$ cat config.mk
export PLATFORM = sky130hd
export DESIGN_NAME = i2ci_irq_dma
export DESIGN_NICKNAME = d
export VERILOG_FILES = /design/src/rtl/i2ci_irq_dma.v
export VERILOG_INCLUDE_DIRS = /design/src /design/src/rtl
export SDC_FILE = /design/constraint.sdc
export NUM_CORES = 1
export LEC_CHECK = 0
export BUFFER_PORTS_ARGS = -buffer_cell sky130_fd_sc_hd__buf_4
export CORE_MARGIN = 5
export CORE_UTILIZATION = 38
export CTS_CLUSTER_SIZE = 25
export DETAILED_ROUTE_END_ITERATION = 16
export REMOVE_ABC_BUFFERS = 1
export SETUP_SLACK_MARGIN = 0.1
export SYNTH_ARGS = -nofsm -noshare
export SYNTH_HDL_FRONTEND = slang
export SYNTH_SLANG_ARGS = --single-unit
$ cat constraint.sdc
create_clock -name ref_clk -period 4.85 [get_ports ref_clk]
set_clock_uncertainty 0.2 [all_clocks]
set_input_delay 0.485 -clock ref_clk [delete_from_list [all_inputs] [get_ports ref_clk]]
set_output_delay 0.485 -clock ref_clk [all_outputs]
set_load 0.03 [all_outputs]
$ cat src/rtl/i2ci_map.vh
`ifndef I2CI_MAP_VH
`define I2CI_MAP_VH

// Register offsets on the plain register port
`define I2CI_OFF_VEC 4'h0
`define I2CI_OFF_MASK 4'h1
`define I2CI_OFF_PEND 4'h2
`define I2CI_OFF_RXCP 4'h3
`define I2CI_OFF_TXCP 4'h4
`define I2CI_OFF_CTRL 4'h5
`define I2CI_OFF_RXADL 4'h8
`define I2CI_OFF_RXADH 4'h9
`define I2CI_OFF_RXCTL 4'hA
`define I2CI_OFF_RXCTH 4'hB
`define I2CI_OFF_TXADL 4'hC
`define I2CI_OFF_TXADH 4'hD
`define I2CI_OFF_TXCTL 4'hE
`define I2CI_OFF_TXCTH 4'hF

// mask_register fields
`define I2CI_MSK_RXDMA 7
`define I2CI_MSK_TXDMA 6
`define I2CI_MSK_RXEOB 5
`define I2CI_MSK_TXEOB 4
`define I2CI_MSK_ERR 2
`define I2CI_MSK_RX 1
`define I2CI_MSK_TX 0

// pending_priority_register fields
`define I2CI_PND_HOLD 7
`define I2CI_PND_PRL_HI 6
`define I2CI_PND_PRL_LO 4
`define I2CI_PND_ERR 2
`define I2CI_PND_RX 1
`define I2CI_PND_TX 0

// control and counter-pointer fields
`define I2CI_CTL_ITE 0
`define I2CI_CTL_EVF 7
`define I2CI_CP_RFSEL 0

// Reset values
`define I2CI_RST_HOLD 1'b1
`define I2CI_RST_PRL 3'h7
`define I2CI_RST_BYTE 8'h00
`define I2CI_RST_WORD 16'h0000

// Vector low bits, disabled level, limits
`define I2CI_VEC_ERR 3'h2
`define I2CI_VEC_RX 3'h4
`define I2CI_VEC_TX 3'h6
`define I2CI_PRL_OFF 3'h7
`define I2CI_RF_MAX 16'h00DE

`endif

$ cat src/rtl/i2ci_irq_dma.v
// Notes on behaviour
// - Three sources: error, receive, transmit
// - Bus interrupts need global enable; flag events
// - Receive source: byte done, not sending
// - Receive DMA replaces receive interrupt with end-of-block
// - Transmit source: byte done while sending
// - Transmit DMA replaces transmit interrupt with end-of-block
// - Error source from event flag plus conditions
// - Vector: five programmed bits, three source bits
// - Three-bit level; all ones disables, zeros highest
// - Fixed order: error, receive, transmit
// - End-of-block shares priority of its direction
// - Pending set on event; request needs mask, level
// - Software clears pending; request holds meanwhile
// - Error pending forced while error flags set
// - Hold bit suspends DMA during error pending
// - DMA moves byte, increments address, decrements count
// - Limit 222 register file, 65535 memory
// - DMA requests carry the interrupt priority level
// - Receive and transmit DMA enabled independently
// - Count reaching zero sets end-of-block pending
// - End-of-block ignores global enable, no flag
// - Counter-pointer select bit picks register file
//
// Decided for this implementation: the placing of the registers and the plain strobed port.
`timescale 1ns/100ps
`include "i2ci_map.vh"

module i2ci_irq_dma (
  input wire ref_clk,
  input wire rst_b,
  input wire [3:0] regAddr,
  input wire [7:0] regWrData,
  input wire regWr,
  input wire regRd,
  output reg [7:0] regRdData_ff,
  input wire byteDone,
  input wire sendDir,
  input wire addrMatched,
  input wire ackEnable,
  input wire startSent,
  input wire ackFail,
  input wire stopDet,
  input wire arbLost,
  input wire busErr,
  input wire tenBitHdr,
  input wire addrSent,
  input wire sclEvent,
  input wire dmaAck,
  output reg eventFlag_ff,
  output reg irqReq_ff,
  output reg [7:0] irqVector_ff,
  output reg [2:0] irqLevel_ff,
  output reg dmaReq_ff,
  output reg dmaDirTx_ff,
  output reg [15:0] dmaAddr_ff,
  output reg dmaToRegfile_ff,
  output reg [2:0] dmaLevel_ff,
  output reg dmaDone_ff
);

  // Count limited when the register file is the target
  function [15:0] limCount;
    input [15:0] val;
    input rf;
    begin
      if (rf && (val > `I2CI_RF_MAX)) begin
        limCount = `I2CI_RF_MAX;
      end else begin
        limCount = val;
      end
    end
  endfunction

  // Next address: register file wraps in one byte
  function [15:0] incAddr;
    input [15:0] val;
    input rf;
    begin
      if (rf) begin
        incAddr = {8'h00, val[7:0] + 8'h01};
      end else begin
        incAddr = val + 16'h0001;
      end
    end
  endfunction

  reg rstSync1_ff;
  reg rstSync2_ff;
  wire rstN;

  reg [4:0] vecHi_ff;
  reg [1:0] dmaEn_ff;
  reg [1:0] eobPend_ff;
  reg errMask_ff;
  reg rxMask_ff;
  reg txMask_ff;
  reg holdOnErr_ff;
  reg [2:0] prl_ff;
  reg errPend_ff;
  reg rxPend_ff;
  reg txPend_ff;
  reg ite_ff;
  reg [7:0] cp_ff [0:1];
  reg [15:0] addr_ff [0:1];
  reg [15:0] cnt_ff [0:1];
  reg [1:0] reqPend_ff;
  reg byteDoneDly_ff;

  reg [1:0] nxt_dmaEn;
  reg [1:0] nxt_eobPend;
  reg [1:0] nxt_reqPend;
  reg nxt_errPend;
  reg nxt_rxPend;
  reg nxt_txPend;
  reg nxt_hold;
  reg nxt_dmaReq;
  reg nxt_dmaDirTx;
  reg [7:0] nxt_rdData;

  wire [15:0] nxt_addr [0:1];
  wire [15:0] nxt_cnt [0:1];
  wire [1:0] chByte;
  wire [1:0] chRf;
  wire [1:0] ackCh;
  wire [1:0] eobSet;
  wire [1:0] reqSet;

  // Reset release through two flip-flops
  always @(posedge ref_clk or negedge rst_b) begin
    if (!rst_b) begin
      rstSync1_ff <= 1'b0;
      rstSync2_ff <= 1'b0;
    end else begin
      rstSync1_ff <= 1'b1;
      rstSync2_ff <= rstSync1_ff;
    end
  end
  assign rstN = rstSync2_ff;

  // Write strobes per register
  wire wrVec = regWr && (regAddr == `I2CI_OFF_VEC);
  wire wrMask = regWr && (regAddr == `I2CI_OFF_MASK);
  wire wrPend = regWr && (regAddr == `I2CI_OFF_PEND);
  wire wrCtrl = regWr && (regAddr == `I2CI_OFF_CTRL);

  // Error conditions qualified by the event flag
  wire errFlags = tenBitHdr | addrMatched | startSent | sclEvent | addrSent |
    ackFail | stopDet | arbLost | busErr;
  wire anyEvent = errFlags | byteDone;
  wire errSrc = anyEvent & ((addrMatched & ackEnable) | startSent | ackFail |
    stopDet | arbLost | busErr | tenBitHdr | addrSent);
  wire errSet = ite_ff & (errSrc | errFlags);

  // One event per rising edge of byte done
  wire byteRise = byteDone & ~byteDoneDly_ff;
  assign chByte[0] = byteRise & ~sendDir;
  assign chByte[1] = byteRise & sendDir;

  // Data interrupts only without DMA in that direction
  wire rxSet = ite_ff & chByte[0] & ~dmaEn_ff[0];
  wire txSet = ite_ff & chByte[1] & ~dmaEn_ff[1];

  // Acknowledge counts only against a standing request
  wire ackHit = dmaAck & dmaReq_ff;

  // Per-direction DMA channel
  genvar ch;
  generate
    for (ch = 0; ch < 2; ch = ch + 1) begin : gChan
      wire [3:0] offAdL = (ch == 0) ? `I2CI_OFF_RXADL : `I2CI_OFF_TXADL;
      wire [3:0] offAdH = (ch == 0) ? `I2CI_OFF_RXADH : `I2CI_OFF_TXADH;
      wire [3:0] offCtL = (ch == 0) ? `I2CI_OFF_RXCTL : `I2CI_OFF_TXCTL;
      wire [3:0] offCtH = (ch == 0) ? `I2CI_OFF_RXCTH : `I2CI_OFF_TXCTH;
      wire [3:0] offCp = (ch == 0) ? `I2CI_OFF_RXCP : `I2CI_OFF_TXCP;
      wire [15:0] wrCnt;
      assign chRf[ch] = cp_ff[ch][`I2CI_CP_RFSEL];
      assign ackCh[ch] = ackHit & (dmaDirTx_ff == ch);
      assign eobSet[ch] = ackCh[ch] & (cnt_ff[ch] == 16'h0001);
      assign reqSet[ch] = chByte[ch] & dmaEn_ff[ch] &
        (cnt_ff[ch] != 16'h0000);
      assign wrCnt = (regAddr == offCtL) ? {cnt_ff[ch][15:8], regWrData} :
        {regWrData, cnt_ff[ch][7:0]};
      // Post increment and post decrement on each acknowledged byte
      assign nxt_addr[ch] = ackCh[ch] ? incAddr(addr_ff[ch], chRf[ch]) :
        (regWr && (regAddr == offAdL)) ? {addr_ff[ch][15:8], regWrData} :
        (regWr && (regAddr == offAdH)) ? {regWrData, addr_ff[ch][7:0]} :
        addr_ff[ch];
      assign nxt_cnt[ch] = ackCh[ch] ? cnt_ff[ch] - 16'h0001 :
        (regWr && ((regAddr == offCtL) || (regAddr == offCtH))) ?
        limCount(wrCnt, chRf[ch]) : cnt_ff[ch];

      // Channel state
      always @(posedge ref_clk or negedge rstN) begin
        if (!rstN) begin
          cp_ff[ch] <= `I2CI_RST_BYTE;
          addr_ff[ch] <= `I2CI_RST_WORD;
          cnt_ff[ch] <= `I2CI_RST_WORD;
        end else begin
          if (regWr && (regAddr == offCp)) begin
            cp_ff[ch] <= regWrData;
          end
          addr_ff[ch] <= nxt_addr[ch];
          cnt_ff[ch] <= nxt_cnt[ch];
        end
      end
    end
  endgenerate

  // Pending, enable and request next values; hardware set wins over clear
  always @* begin
    nxt_errPend = (wrPend ? regWrData[`I2CI_PND_ERR] : errPend_ff) |
      errSet;
    nxt_rxPend = (wrPend ? regWrData[`I2CI_PND_RX] : rxPend_ff) | rxSet;
    nxt_txPend = (wrPend ? regWrData[`I2CI_PND_TX] : txPend_ff) | txSet;
    nxt_hold = wrPend ? regWrData[`I2CI_PND_HOLD] : holdOnErr_ff;
    nxt_eobPend[0] = (wrMask ? regWrData[`I2CI_MSK_RXEOB] : eobPend_ff[0]) |
      eobSet[0];
    nxt_eobPend[1] = (wrMask ? regWrData[`I2CI_MSK_TXEOB] : eobPend_ff[1]) |
      eobSet[1];
    nxt_dmaEn[0] = (wrMask ? regWrData[`I2CI_MSK_RXDMA] : dmaEn_ff[0]) &
      ~eobSet[0];
    nxt_dmaEn[1] = (wrMask ? regWrData[`I2CI_MSK_TXDMA] : dmaEn_ff[1]) &
      ~eobSet[1];
    nxt_reqPend = (reqPend_ff & ~ackCh) | reqSet;
    // Receive channel served before transmit
    nxt_dmaDirTx = ~nxt_reqPend[0];
    nxt_dmaReq = (|nxt_reqPend) & ~(nxt_hold & nxt_errPend);
  end

  // Interrupt requests per source
  wire errReq = errPend_ff & errMask_ff;
  wire rxReq = (rxPend_ff | eobPend_ff[0]) & rxMask_ff;
  wire txReq = (txPend_ff | eobPend_ff[1]) & txMask_ff;
  wire levelOk = (prl_ff != `I2CI_PRL_OFF);
  // DMA outranks interrupts unless suspended
  wire irqAny = (errReq | rxReq | txReq) & levelOk & ~dmaReq_ff;

  // Source code in fixed internal order
  wire [2:0] srcCode = errReq ? `I2CI_VEC_ERR :
    rxReq ? `I2CI_VEC_RX :
    txReq ? `I2CI_VEC_TX : 3'h0;

  // Register read data, one cycle after the strobe
  always @* begin
    nxt_rdData = 8'h00;
    case (regAddr)
      `I2CI_OFF_VEC: nxt_rdData = {vecHi_ff, srcCode};
      `I2CI_OFF_MASK: nxt_rdData = {dmaEn_ff[0], dmaEn_ff[1], eobPend_ff[0],
        eobPend_ff[1], 1'b0, errMask_ff, rxMask_ff, txMask_ff};
      `I2CI_OFF_PEND: nxt_rdData = {holdOnErr_ff, prl_ff, 1'b0, errPend_ff,
        rxPend_ff, txPend_ff};
      `I2CI_OFF_RXCP: nxt_rdData = cp_ff[0];
      `I2CI_OFF_TXCP: nxt_rdData = cp_ff[1];
      `I2CI_OFF_CTRL: nxt_rdData = {eventFlag_ff, 6'h00, ite_ff};
      `I2CI_OFF_RXADL: nxt_rdData = addr_ff[0][7:0];
      `I2CI_OFF_RXADH: nxt_rdData = addr_ff[0][15:8];
      `I2CI_OFF_RXCTL: nxt_rdData = cnt_ff[0][7:0];
      `I2CI_OFF_RXCTH: nxt_rdData = cnt_ff[0][15:8];
      `I2CI_OFF_TXADL: nxt_rdData = addr_ff[1][7:0];
      `I2CI_OFF_TXADH: nxt_rdData = addr_ff[1][15:8];
      `I2CI_OFF_TXCTL: nxt_rdData = cnt_ff[1][7:0];
      `I2CI_OFF_TXCTH: nxt_rdData = cnt_ff[1][15:8];
      default: nxt_rdData = 8'h00;
    endcase
  end

  // Configuration, pending and output registers
  always @(posedge ref_clk or negedge rstN) begin
    if (!rstN) begin
      vecHi_ff <= 5'h00;
      dmaEn_ff <= 2'h0;
      eobPend_ff <= 2'h0;
      errMask_ff <= 1'b0;
      rxMask_ff <= 1'b0;
      txMask_ff <= 1'b0;
      holdOnErr_ff <= `I2CI_RST_HOLD;
      prl_ff <= `I2CI_RST_PRL;
      errPend_ff <= 1'b0;
      rxPend_ff <= 1'b0;
      txPend_ff <= 1'b0;
      ite_ff <= 1'b0;
      reqPend_ff <= 2'h0;
      byteDoneDly_ff <= 1'b0;
      regRdData_ff <= 8'h00;
      eventFlag_ff <= 1'b0;
      irqReq_ff <= 1'b0;
      irqVector_ff <= 8'h00;
      irqLevel_ff <= `I2CI_RST_PRL;
      dmaReq_ff <= 1'b0;
      dmaDirTx_ff <= 1'b0;
      dmaAddr_ff <= `I2CI_RST_WORD;
      dmaToRegfile_ff <= 1'b0;
      dmaLevel_ff <= `I2CI_RST_PRL;
      dmaDone_ff <= 1'b0;
    end else begin
      if (wrVec) begin
        vecHi_ff <= regWrData[7:3];
      end
      if (wrMask) begin
        errMask_ff <= regWrData[`I2CI_MSK_ERR];
        rxMask_ff <= regWrData[`I2CI_MSK_RX];
        txMask_ff <= regWrData[`I2CI_MSK_TX];
      end
      if (wrPend) begin
        prl_ff <= regWrData[`I2CI_PND_PRL_HI:`I2CI_PND_PRL_LO];
      end
      if (wrCtrl) begin
        ite_ff <= regWrData[`I2CI_CTL_ITE];
      end
      dmaEn_ff <= nxt_dmaEn;
      eobPend_ff <= nxt_eobPend;
      holdOnErr_ff <= nxt_hold;
      errPend_ff <= nxt_errPend;
      rxPend_ff <= nxt_rxPend;
      txPend_ff <= nxt_txPend;
      reqPend_ff <= nxt_reqPend;
      byteDoneDly_ff <= byteDone;
      regRdData_ff <= regRd ? nxt_rdData : 8'h00;
      // End-of-block never reaches the event flag
      eventFlag_ff <= anyEvent;
      irqReq_ff <= irqAny;
      irqVector_ff <= {vecHi_ff, srcCode};
      irqLevel_ff <= prl_ff;
      dmaReq_ff <= nxt_dmaReq;
      dmaDirTx_ff <= nxt_dmaDirTx;
      dmaAddr_ff <= nxt_dmaDirTx ? nxt_addr[1] : nxt_addr[0];
      dmaToRegfile_ff <= nxt_dmaDirTx ? chRf[1] : chRf[0];
      dmaLevel_ff <= prl_ff;
      dmaDone_ff <= ackHit;
    end
  end

endmodule

# Word-level counts from Yosys, hierarchy flattened
# Cells that the tools add are included.
# totals
wordCells	176
register_bits	146
inputBits	29
# classes
eq_ne	16
order_cmp	2
add_sub_neg	6
n_mux	31
n_bitwise	67
n_reduce_logical	22
# op_table
operator	count
2-to-1 mux 16 bit	17
one-hot mux 8 bit (14 select lines)	1
adder 16 x 1 -> 16 bit (second input constant)	2
== test 16 x 1 -> 1 bit (second input constant)	2
== test 4 bit (second input constant)	8
> comparator 16 x 8 -> 1 bit (second input constant)	2
nonzero test 16 bit	2
subtractor 16 x 1 -> 16 bit (second input constant)	2
bitwise AND 1 bit	28
OR 1 bit	26
adder 8 x 1 -> 8 bit (second input constant)	2
logical AND 1 bit	14
NOT 1 bit	10
2-to-1 mux 1 bit	9
2-to-1 mux 3 bit	3
== test 4 x 2 -> 1 bit (second input constant)	2
== test 4 x 3 -> 1 bit (second input constant)	2
2-to-1 mux 8 bit	1
== test 4 x 1 -> 1 bit (second input constant)	1
zero test 4 bit	1
nonzero test 2 bit	2
!= test 3 bit (second input constant)	1
bitwise AND 2 bit	1
logical OR 1 bit	2
3 further kinds	3

# Depth between registers and ports, before layout
# Gate-level depths: netlist (run 1).
# logic_depth
word_depth	16
mapped_depth	9

# Worst setup path before layout (run 1)
# No wires, ideal clock.
# synth_timing
path_kind	reg2reg
start	register cnt_ff[20] in the netlist's numbering
end	register dmaAddr_ff[4]
required_time_ps	4522
period_less_slack_ps	2406
setup_time_ps	128
setup_slack_ps	2444
arrival_ps	2079
path_buffers	3
stages_incl_launch_ff	9
path_cell_list	dfrtp_1 buf_6 or4_4 buf_6 nor4_4 a21oi_1 a21o_1 buf_6 mux2_1
# synth_between
elab_chain_len	4
# synth_rtl
item	line_no	source
from (decl)	i2ci_irq_dma.v:106	reg [15:0] cnt_ff [0:1];
from (signal, indexed assignment)	i2ci_irq_dma.v:198	cnt_ff[ch] <= `I2CI_RST_WORD;
from (signal, indexed assignment)	i2ci_irq_dma.v:204	cnt_ff[ch] <= nxt_cnt[ch];
nonzero test 16 bit	i2ci_irq_dma.v:181	(cnt_ff[ch] != 16'h0000);
bitwise AND 1 bit	i2ci_irq_dma.v:180	assign reqSet[ch] = chByte[ch] & dmaEn_ff[ch] &
OR 2 bit	i2ci_irq_dma.v:225	nxt_reqPend = (reqPend_ff & ~ackCh) | reqSet;
2-to-1 mux 16 bit	i2ci_irq_dma.v:327	dmaAddr_ff <= nxt_dmaDirTx ? nxt_addr[1] : nxt_addr[0];
to (signal assigned)	i2ci_irq_dma.v:292	dmaAddr_ff <= `I2CI_RST_WORD;
to (signal assigned)	i2ci_irq_dma.v:327	
to (decl)	i2ci_irq_dma.v:56	output reg [15:0] dmaAddr_ff,
# No other way between the ends.
# A chain may end at the register's enable or synchronous reset.

# Worst setup path in the final report (run 1)
# Same ends and word-level chain as after synthesis.

==> results.json, run 1 <==
{
  "ant_nets": 0,
  "tns_ps": 0,
  "async_flop_share_pct": 100.0,
  "clock-sinks": 145,
  "dpl.hpwl_um": 20380,
  "path_clk_slew_ps": 70,
  "port_buffers": 70,
  "critPathLaunchType": "flip-flop",
  "p_leak_nw": 3.991,
  "r2r_cells": 5,
  "ir_drop_uv": 190.0,
  "rr_startpoint": "cnt_ff[20]$_DFFE_PN0P_",
  "rrSetupSlack_ps": 1860,
  "ctsLongestPathBuffers": 2,
  "ctsResizeCount": 0,
  "synth-edff-count": 0,
  "seqCellArea_um2": 3641,
  "rsz0062_at_grt": "false",
  "post-route-util_pct": 44.25,
  "post_drt_wl_per_cell_um": 23.88,
  "grt-ovfl-total": 0,
  "drt_first_iter_violations": 1192,
  "die_y_um": 162.5,
  "cts_root_buf": "clkbuf_16",
  "worstHoldStart": "dmaAck",
  "fin_ws_ps": 1857,
  "drtPass1Iterations": 6,
  "multi_input_area_um2": 4773,
  "critical_path_class": "reg -> reg",
  "fin_nets": 965,
  "place.gp.congestion": 0.9596,
  "fmax_mhz": 334.1,
  "start_util_pct": 38.80,
  "antenna_found_initial": 0,
  "insertion_delay_ps": 420,
  "min_period_ps": 2993,
  "slew_headroom_pct": 21.76,
  "synth_warnings": 0,
  "num_rows": 55,
  "cts_tree": "built",
  "design.core.area_um2": 22780,
  "synth_seq_area_share_pct": 41.16,
  "hold_viol": 0,
  "die-area_um2": 26410,
  "antennaDiodeCount": 0,
  "routed_wl_um": 29990,
  "hold_depth": 2,
  "slew_viol_final": 0,
  "cp.required_ps": 4950,
  "yosys_register_bits": 145,
  "end_kind": "flip-flop",
  "drc": 0,
  "ys_types": 91,
  "status": "finished clean",
  "area_growth_syn_to_layout_pct": 14.06,
  "min_path_type": "in -> reg",
  "drive_gt1_share_pct": 20.47,
  "gr-usage-all-layers_pct": 22.65,
  "die_w_um": 162.5,
  "tightest_slew_ps": 1174,
  "grt_pass1_wl_um": 46240,
  "vias": 7895,
  "arrival_ps": 3100,
  "worstHoldEndpoint": "dmaDone_ff$_DFF_PN0_",
  "ioPinCount": 73,
  "maxCapViolations": 0,
  "grt_max_degree": 144,
  "p_per_area_nw_per_um2": 543.6,
  "place_ws_ps": 1812,
  "syn-cell-area_um2": 8837,
  "min_period_over_period_pct": 61.72,
  "netlist_instances": 909,
  "fillCellCount": 2164,
  "cts-buffers-inserted": 17,
  "synth_flop_cell": "dfrtp_1",
  "vias_per_cell": 6.286,
  "worst-path-max-fanout": 19,
  "rr_endpoint": "dmaAddr_ff[4]$_DFF_PN0_",
  "avgSynthCellArea_um2": 9.722,
  "htree_levels": 4,
  "setup_viol": 0,
  "grt_pass1_vias": 7493
}
## cells by family after synthesis
logic type	count (synthesis)	synth area share (%)
AOI/OAI and AO/OA	242	20.39
xor gates and xnor gates	12	1.189
other	2	0.08498
muxes	91	12.05
and+or+nand+nor	312	19.45
buffers and inverters	99	4.828
DFF	145	41.16
adders and majority gates	6	0.8495
## cell usage in the layout, fill, tap and decap left out, drive strengths merged, types with 13 or more instances in the layout
cell / n
nor2: 49
a21oi: 37
clkbuf: 21
mux2: 51
mux2i: 37
a221o: 13
buf: 76
inv: 25
nor3: 27
a22oi: 16
nand2: 69
nand3: 39
nand4: 24
o21ai: 40
o22ai: 14
dfrtp: 138
nor4: 24
## final cells by class
cell class / instances / area share [%]
sequential: 145 / 36.12
clock inverter: 11 / 1.030
inverter: 23 / 0.8565
tap: 313 / 3.885
multi-input combinational: 665 / 47.36
clock buffer: 21 / 4.767
timing repair buffer: 78 / 5.983
## cells in the mapped netlist (all sizes together) (6+ instances only)
cell type,instances,share of area (%)
o31ai,6,0.51
nand4,24,1.7
inv,23,0.98
a22oi,16,1.4
a21oi,37,2.1
dfrtp,138,39
o22ai,14,0.99
nand2,69,2.9
a221o,13,1.5
a221oi,7,0.69
nand3,39,2.2
and2,11,0.78
buf,24,1.6
nor2,49,2.1
ha,6,0.85
o21ai,40,2.3
nor2b,12,0.85
xnor2,8,0.79
mux2i,37,4.2
a32oi,8,0.79
o211ai,6,0.51
nor4,24,2.2
or4,8,0.76
a31oi,10,0.71
dfstp,7,2.1
o311ai,6,0.59
nand3b,6,0.51
clkbuf,52,2.2
nand2b,9,0.64
mux2,51,7.1
nor3,27,1.6
## through the flow
stage	hold slack, ps	instance area, um^2	power, W	instances
CTS	122.4	10080	0.005462	1256
global route	147.7	10080	0.005763	1256
global placement	67.26	9475	0.004122	1222
finish	139.7	10080	0.005479	1256
detailed placement	70.16	9475	0.004138	1222
floorplan	-10.59	8497	0.003345	833
## worst max-delay path, cell delays in order (launching register included)
cell and delay, ps:
dfrtp_1 520, or4_4 670, nor4_4 260, a21oi_1 100, a21o_1 590, mux2_1 510
## repair_timing
action | 4_1_cts | 5_1_grt
hold endpoints to repair | 3 | 0
hold buffers | 2 | 0
setup buffers | 0 | 0
## registers in the layout, summed over array words and instances, names as in the netlist, 2 cells and up
register,count
prl_ff,3
chRf,2
reqPend_ff,2
eobPend_ff,2
regRdData_ff,8
cp_ff,14
vecHi_ff,5
cnt_ff,32
dmaAddr_ff,16
dmaLevel_ff,3
irqVector_ff,7
addr_ff,32
dmaEn_ff,2
## worst max path at each step
stage	start	to	slack (ps)	cells after the start
after floorplan	rstN$_DFF_PN0_	addr_ff[0]$_DFF_PN0_	320	0
after global placement	regAddr[1]	cnt_ff[2]$_DFFE_PN0P_	1780	5
after detailed placement	regAddr[1]	cnt_ff[2]$_DFFE_PN0P_	1810	5
after CTS	cnt_ff[20]$_DFFE_PN0P_	dmaAddr_ff[4]$_DFF_PN0_	1870	5
after global routing	cnt_ff[16]$_DFFE_PN0P_	dmaAddr_ff[6]$_DFF_PN0_	1740	6
final	cnt_ff[20]$_DFFE_PN0P_	dmaAddr_ff[4]$_DFF_PN0_	1860	5
## routing by layer
metal	vias to the layer above	global-route usage (%)	routed length [um]
met5	-	0	0
met4	0	8.151	891
met3	63	4.480	2545
met2	411	34.44	13740
li1	3533	-	-
met1	3888	32.09	12810
## power by group
group | switching (W) | internal, W | leakage [nW]
clock | 0.000549 | 0.000764 | 0.286
combinational | 0.00110 | 0.000848 | 1.96
sequential | 0.000602 | 0.00161 | 1.74
total | 0.00225 | 0.00323 | 3.99
Note: power is estimated with default switching activity, not from simulation.
==> run 2: changes to the inputs <==
Settings changed: ABC_AREA from default to 1.
Clock period 4.85 ns to 2.4 ns, I/O delays scaled along.
==> run 2 against run 1 <==
  * Sequential cell count did not move
  * Utilization is 2.8 points higher
  * Wire length fell by 6.3%
  * Die area shrank 4.6%
  * Area after synthesis fell by 4.9%
  * Cell area increased by 1.9%
  * Register-to-register slack got worse by 1600 ps
  * Clock-buffer cell count fell by 2
  * Hold slack worse by 120 ps
  * Non-clock buffer count increased by 56
  * Critical path depth is 5 higher
  * Critical path type is now in -> reg
  * Critical endpoint is now cnt_ff[15]$_DFFE_PN0P_
  * Largest cell class unchanged
  * Largest power group is now combinational cells
==> results.json, run 2 <==
{
  "clock-sinks": 145,
  "grt_pass1_vias": 7986,
  "synth_top_family_by_area": "simple AND/OR/NAND/NOR gates",
  "p_switching_w": 0.005019,
  "rsz0062_at_grt": "false",
  "post-route-util_pct": 47.08,
  "ir_drop_uv": 437.9,
  "vias": 8373,
  "min_path_type": "in -> reg",
  "path_cells": "dlygate4sd3_1 > buf_4 > inv_1 > nor3_1 > inv_1 > nor2_1 > buf_4 > nor2_1 > o21ai_0 > nand2_1",
  "die_w_um": 158.8,
  "power.internal_w": 0.006499,
  "ys_types": 50,
  "dpl.hpwl_um": 20720,
  "area_growth_syn_to_layout_pct": 22.20,
  "hold_ws_ps": 16.59,
  "grt_max_degree": 46,
  "maxCapViolations": 0,
  "critical_path_class": "in -> reg",
  "avgSynthCellArea_um2": 7.242,
  "yosysMostFrequentCell": "nand2_1",
  "place.gp.congestion": 0.9581,
  "htree_levels": 4,
  "comb_power_share_pct": 41.2,
  "cp_slowest_cell": "dlygate4sd3_1",
  "final_common_cell": "nand2_1",
  "end_kind": "flip-flop",
  "path_buf_inv": 5,
  "p_leak_nw": 4.990,
  "path_clk_slew_ps": 70,
  "insertion_delay_ps": 440,
  "synth_seq_area_share_pct": 43.26,
  "synth_fa_ha_area_share_pct": 0.8929,
  "synth_compound_area_share_pct": 17.02,
  "die-area_um2": 25200,
  "worst-path-max-fanout": 12,
  "antennaDiodeCount": 0,
  "ctsLongestPathBuffers": 2,
  "cts_tree": "built",
  "setup_viol": 0,
  "synth_common_cells": "nand2_1 (355), dfrtp_1 (138), inv_1 (124), o21ai_0 (110), nor2_1 (88)",
  "synth_flop_cell": "dfrtp_1",
  "slew_headroom_pct": 63.77,
  "reg_top3": "addr_ff (32), cnt_ff (32), dmaAddr_ff (16)",
  "ant_nets": 0,
  "power.share.switching_pct": 43.58,
  "arrival_ps": 2280,
  "fmax_mhz": 463.3,
  "p_seq_share_pct": 35.9,
  "cts_root_buf": "clkbuf_16",
  "drive_gt1_share_pct": 15.88,
  "synthSimpleGateAreaFrac_pct": 28.69,
  "netlist.area_leader.share_pct": 41.07,
  "drc": 0,
  "p_per_area_nw_per_um2": 1121,
  "cts-buffers-inserted": 17,
  "grt_pass1_wl_um": 44350,
  "syn-cell-area_um2": 8408,
  "synthMuxAreaShare_pct": 0,
  "ioPinCount": 73,
  "num_rows": 54,
  "most-common-layout-cells": "nand2_1 (352), dfrtp_1 (137), inv_1 (123)",
  "slowest_delay_ps": 530,
  "rrSetupSlack_ps": 250,
  "synth_area_leaders": "dfrtp_1 (41%), nand2_1 (16%), o21ai_0 (6.5%)",
  "gr-usage-all-layers_pct": 22.16,
  "drtPass1Iterations": 6,
  "synth-edff-count": 0,
  "power_frac_clock_pct": 22.9,
  "tightest_slew_ps": 539.3,
  "start_util_pct": 38.53,
  "slew_viol_final": 0,
  "hold_viol": 0,
  "netlist_instances": 1161,
  "fillCellCount": 2213,
  "synth_xor_area_share_pct": 1.458,
  "routed_wl_um": 28110,
  "path_delay_family": "buffers and inverters",
  "port_buffers": 70,
  "die_y_um": 158.8,
  "min_period_ps": 2159,
  "status": "finished clean",
  "post_drt_wl_per_cell_um": 17.96,
  "async_flop_share_pct": 100.0,
  "drt_first_iter_violations": 856,
  "yosys_register_bits": 145,
  "antenna_found_initial": 0,
  "cp.required_ps": 2520,
  "synth_warnings": 0,
  "design.core.area_um2": 21820,
  "grt-ovfl-total": 0,
  "vias_per_cell": 5.350,
  "min_period_over_period_pct": 89.94,
  "fin_nets": 1307,
  "critPathLaunchType": "input pin",
  "yosysTopAreaCell": "dfrtp_1"
}
[run 2: cell types whose count changed in the layout (fill, tap and decap cells not counted), moves of 15 or more]
cell,previous run,this run
a22oi_1,16,0
mux2_2,34,0
nand2_1,69,352
o21ai_0,40,107
inv_1,23,123
a21oi_1,37,52
nand4_1,24,9
buf_4,75,116
mux2i_1,37,0
nand3_1,39,77
nor2_1,48,77
[run 2: layout make-up]
cell class                      instances  area, um^2  share of cell area [%]
Multi-Input combinational cell        845        4125                   40.15
Sequential cell                       145        3641                   35.44
Timing Repair Buffer                  134        1101                   10.72
Inverter                              129       488.0                   4.749
Clock buffer                           19       442.9                   4.311
Tap cell                              280       350.3                   3.410
Clock inverter                         13       126.4                   1.230
[run 2: power groups by stage]
stage	clock network, W	logic, W	registers, W
final	0.00263	0.00475	0.00414
after global routing	0.00278	0.00531	0.00427
after floorplan	0	0.00253	0.00444
after CTS	0.00266	0.00465	0.00411
after global placement	0	0.00456	0.00413
after detailed placement	0	0.00462	0.00413
[run 2: path summary, 6_finish.rpt]
check | from | end | depth (start not counted)
setup / recovery | regWr | cnt_ff[15]$_DFFE_PN0P_ | 10
hold / removal | regWrData[5] | addr_ff[13]$_DFF_PN0_ | 3
setup reg to reg | cnt_ff[17]$_DFFE_PN0P_ | dmaAddr_ff[11]$_DFF_PN0_ | 11
hold reg to reg | rstN$_DFF_PN0_ | cnt_ff[26]$_DFFE_PN0P_ | 0
max in group asynchronous | rstN$_DFF_PN0_ | holdOnErr_ff$_DFF_PN1_ | 1
min in group asynchronous | rstN$_DFF_PN0_ | cnt_ff[26]$_DFFE_PN0P_ | 0
[run 2: routing by layer]
layer,share of wire (%),GRT usage (%),routed length (um)
met4,2.7,8.252,771
met1,44,29.99,12490
met5,0,0,0
met2,46,34.98,12960
met3,6.7,4.769,1895
[run 2: worst min-delay path: stages]
cell and delay [ps]:
buf_4 180, o21ai_0 110, nand2_1 80
[run 2: stage by stage]
step	worst slack [ps]	setup TNS (ps)	cells	instance area (um^2)	total power [W]
after floorplan	-2127	-321160	1119	8170	0.006977
after global placement	92.75	0	1515	9460	0.008693
after detailed placement	45.80	0	1515	9460	0.008752
after CTS	124.4	0	1560	10160	0.01142
after global routing	68.29	0	1565	10270	0.01236
final	241.4	0	1565	10270	0.01152
[run 2: timing repair]
action / in CTS / in global routing
pin swaps: 0 / 2
hold endpoints to repair: 16 / 0
hold buffers: 13 / 0
gates resized for setup: 1 / 24
endpoints found under the setup margin: 2 / 37
setup buffers: 0 / 5
[run 2: cell families after synthesis]
| logic type | count (synthesis) |
|---|---|
| AO/OA/AOI/OAI | 248 |
| XOR/XNOR | 14 |
| adder cells (fa/ha/maj) | 6 |
| buffers and inverters | 171 |
| flip-flops | 145 |
| other | 2 |
| AND/OR/NAND/NOR | 575 |
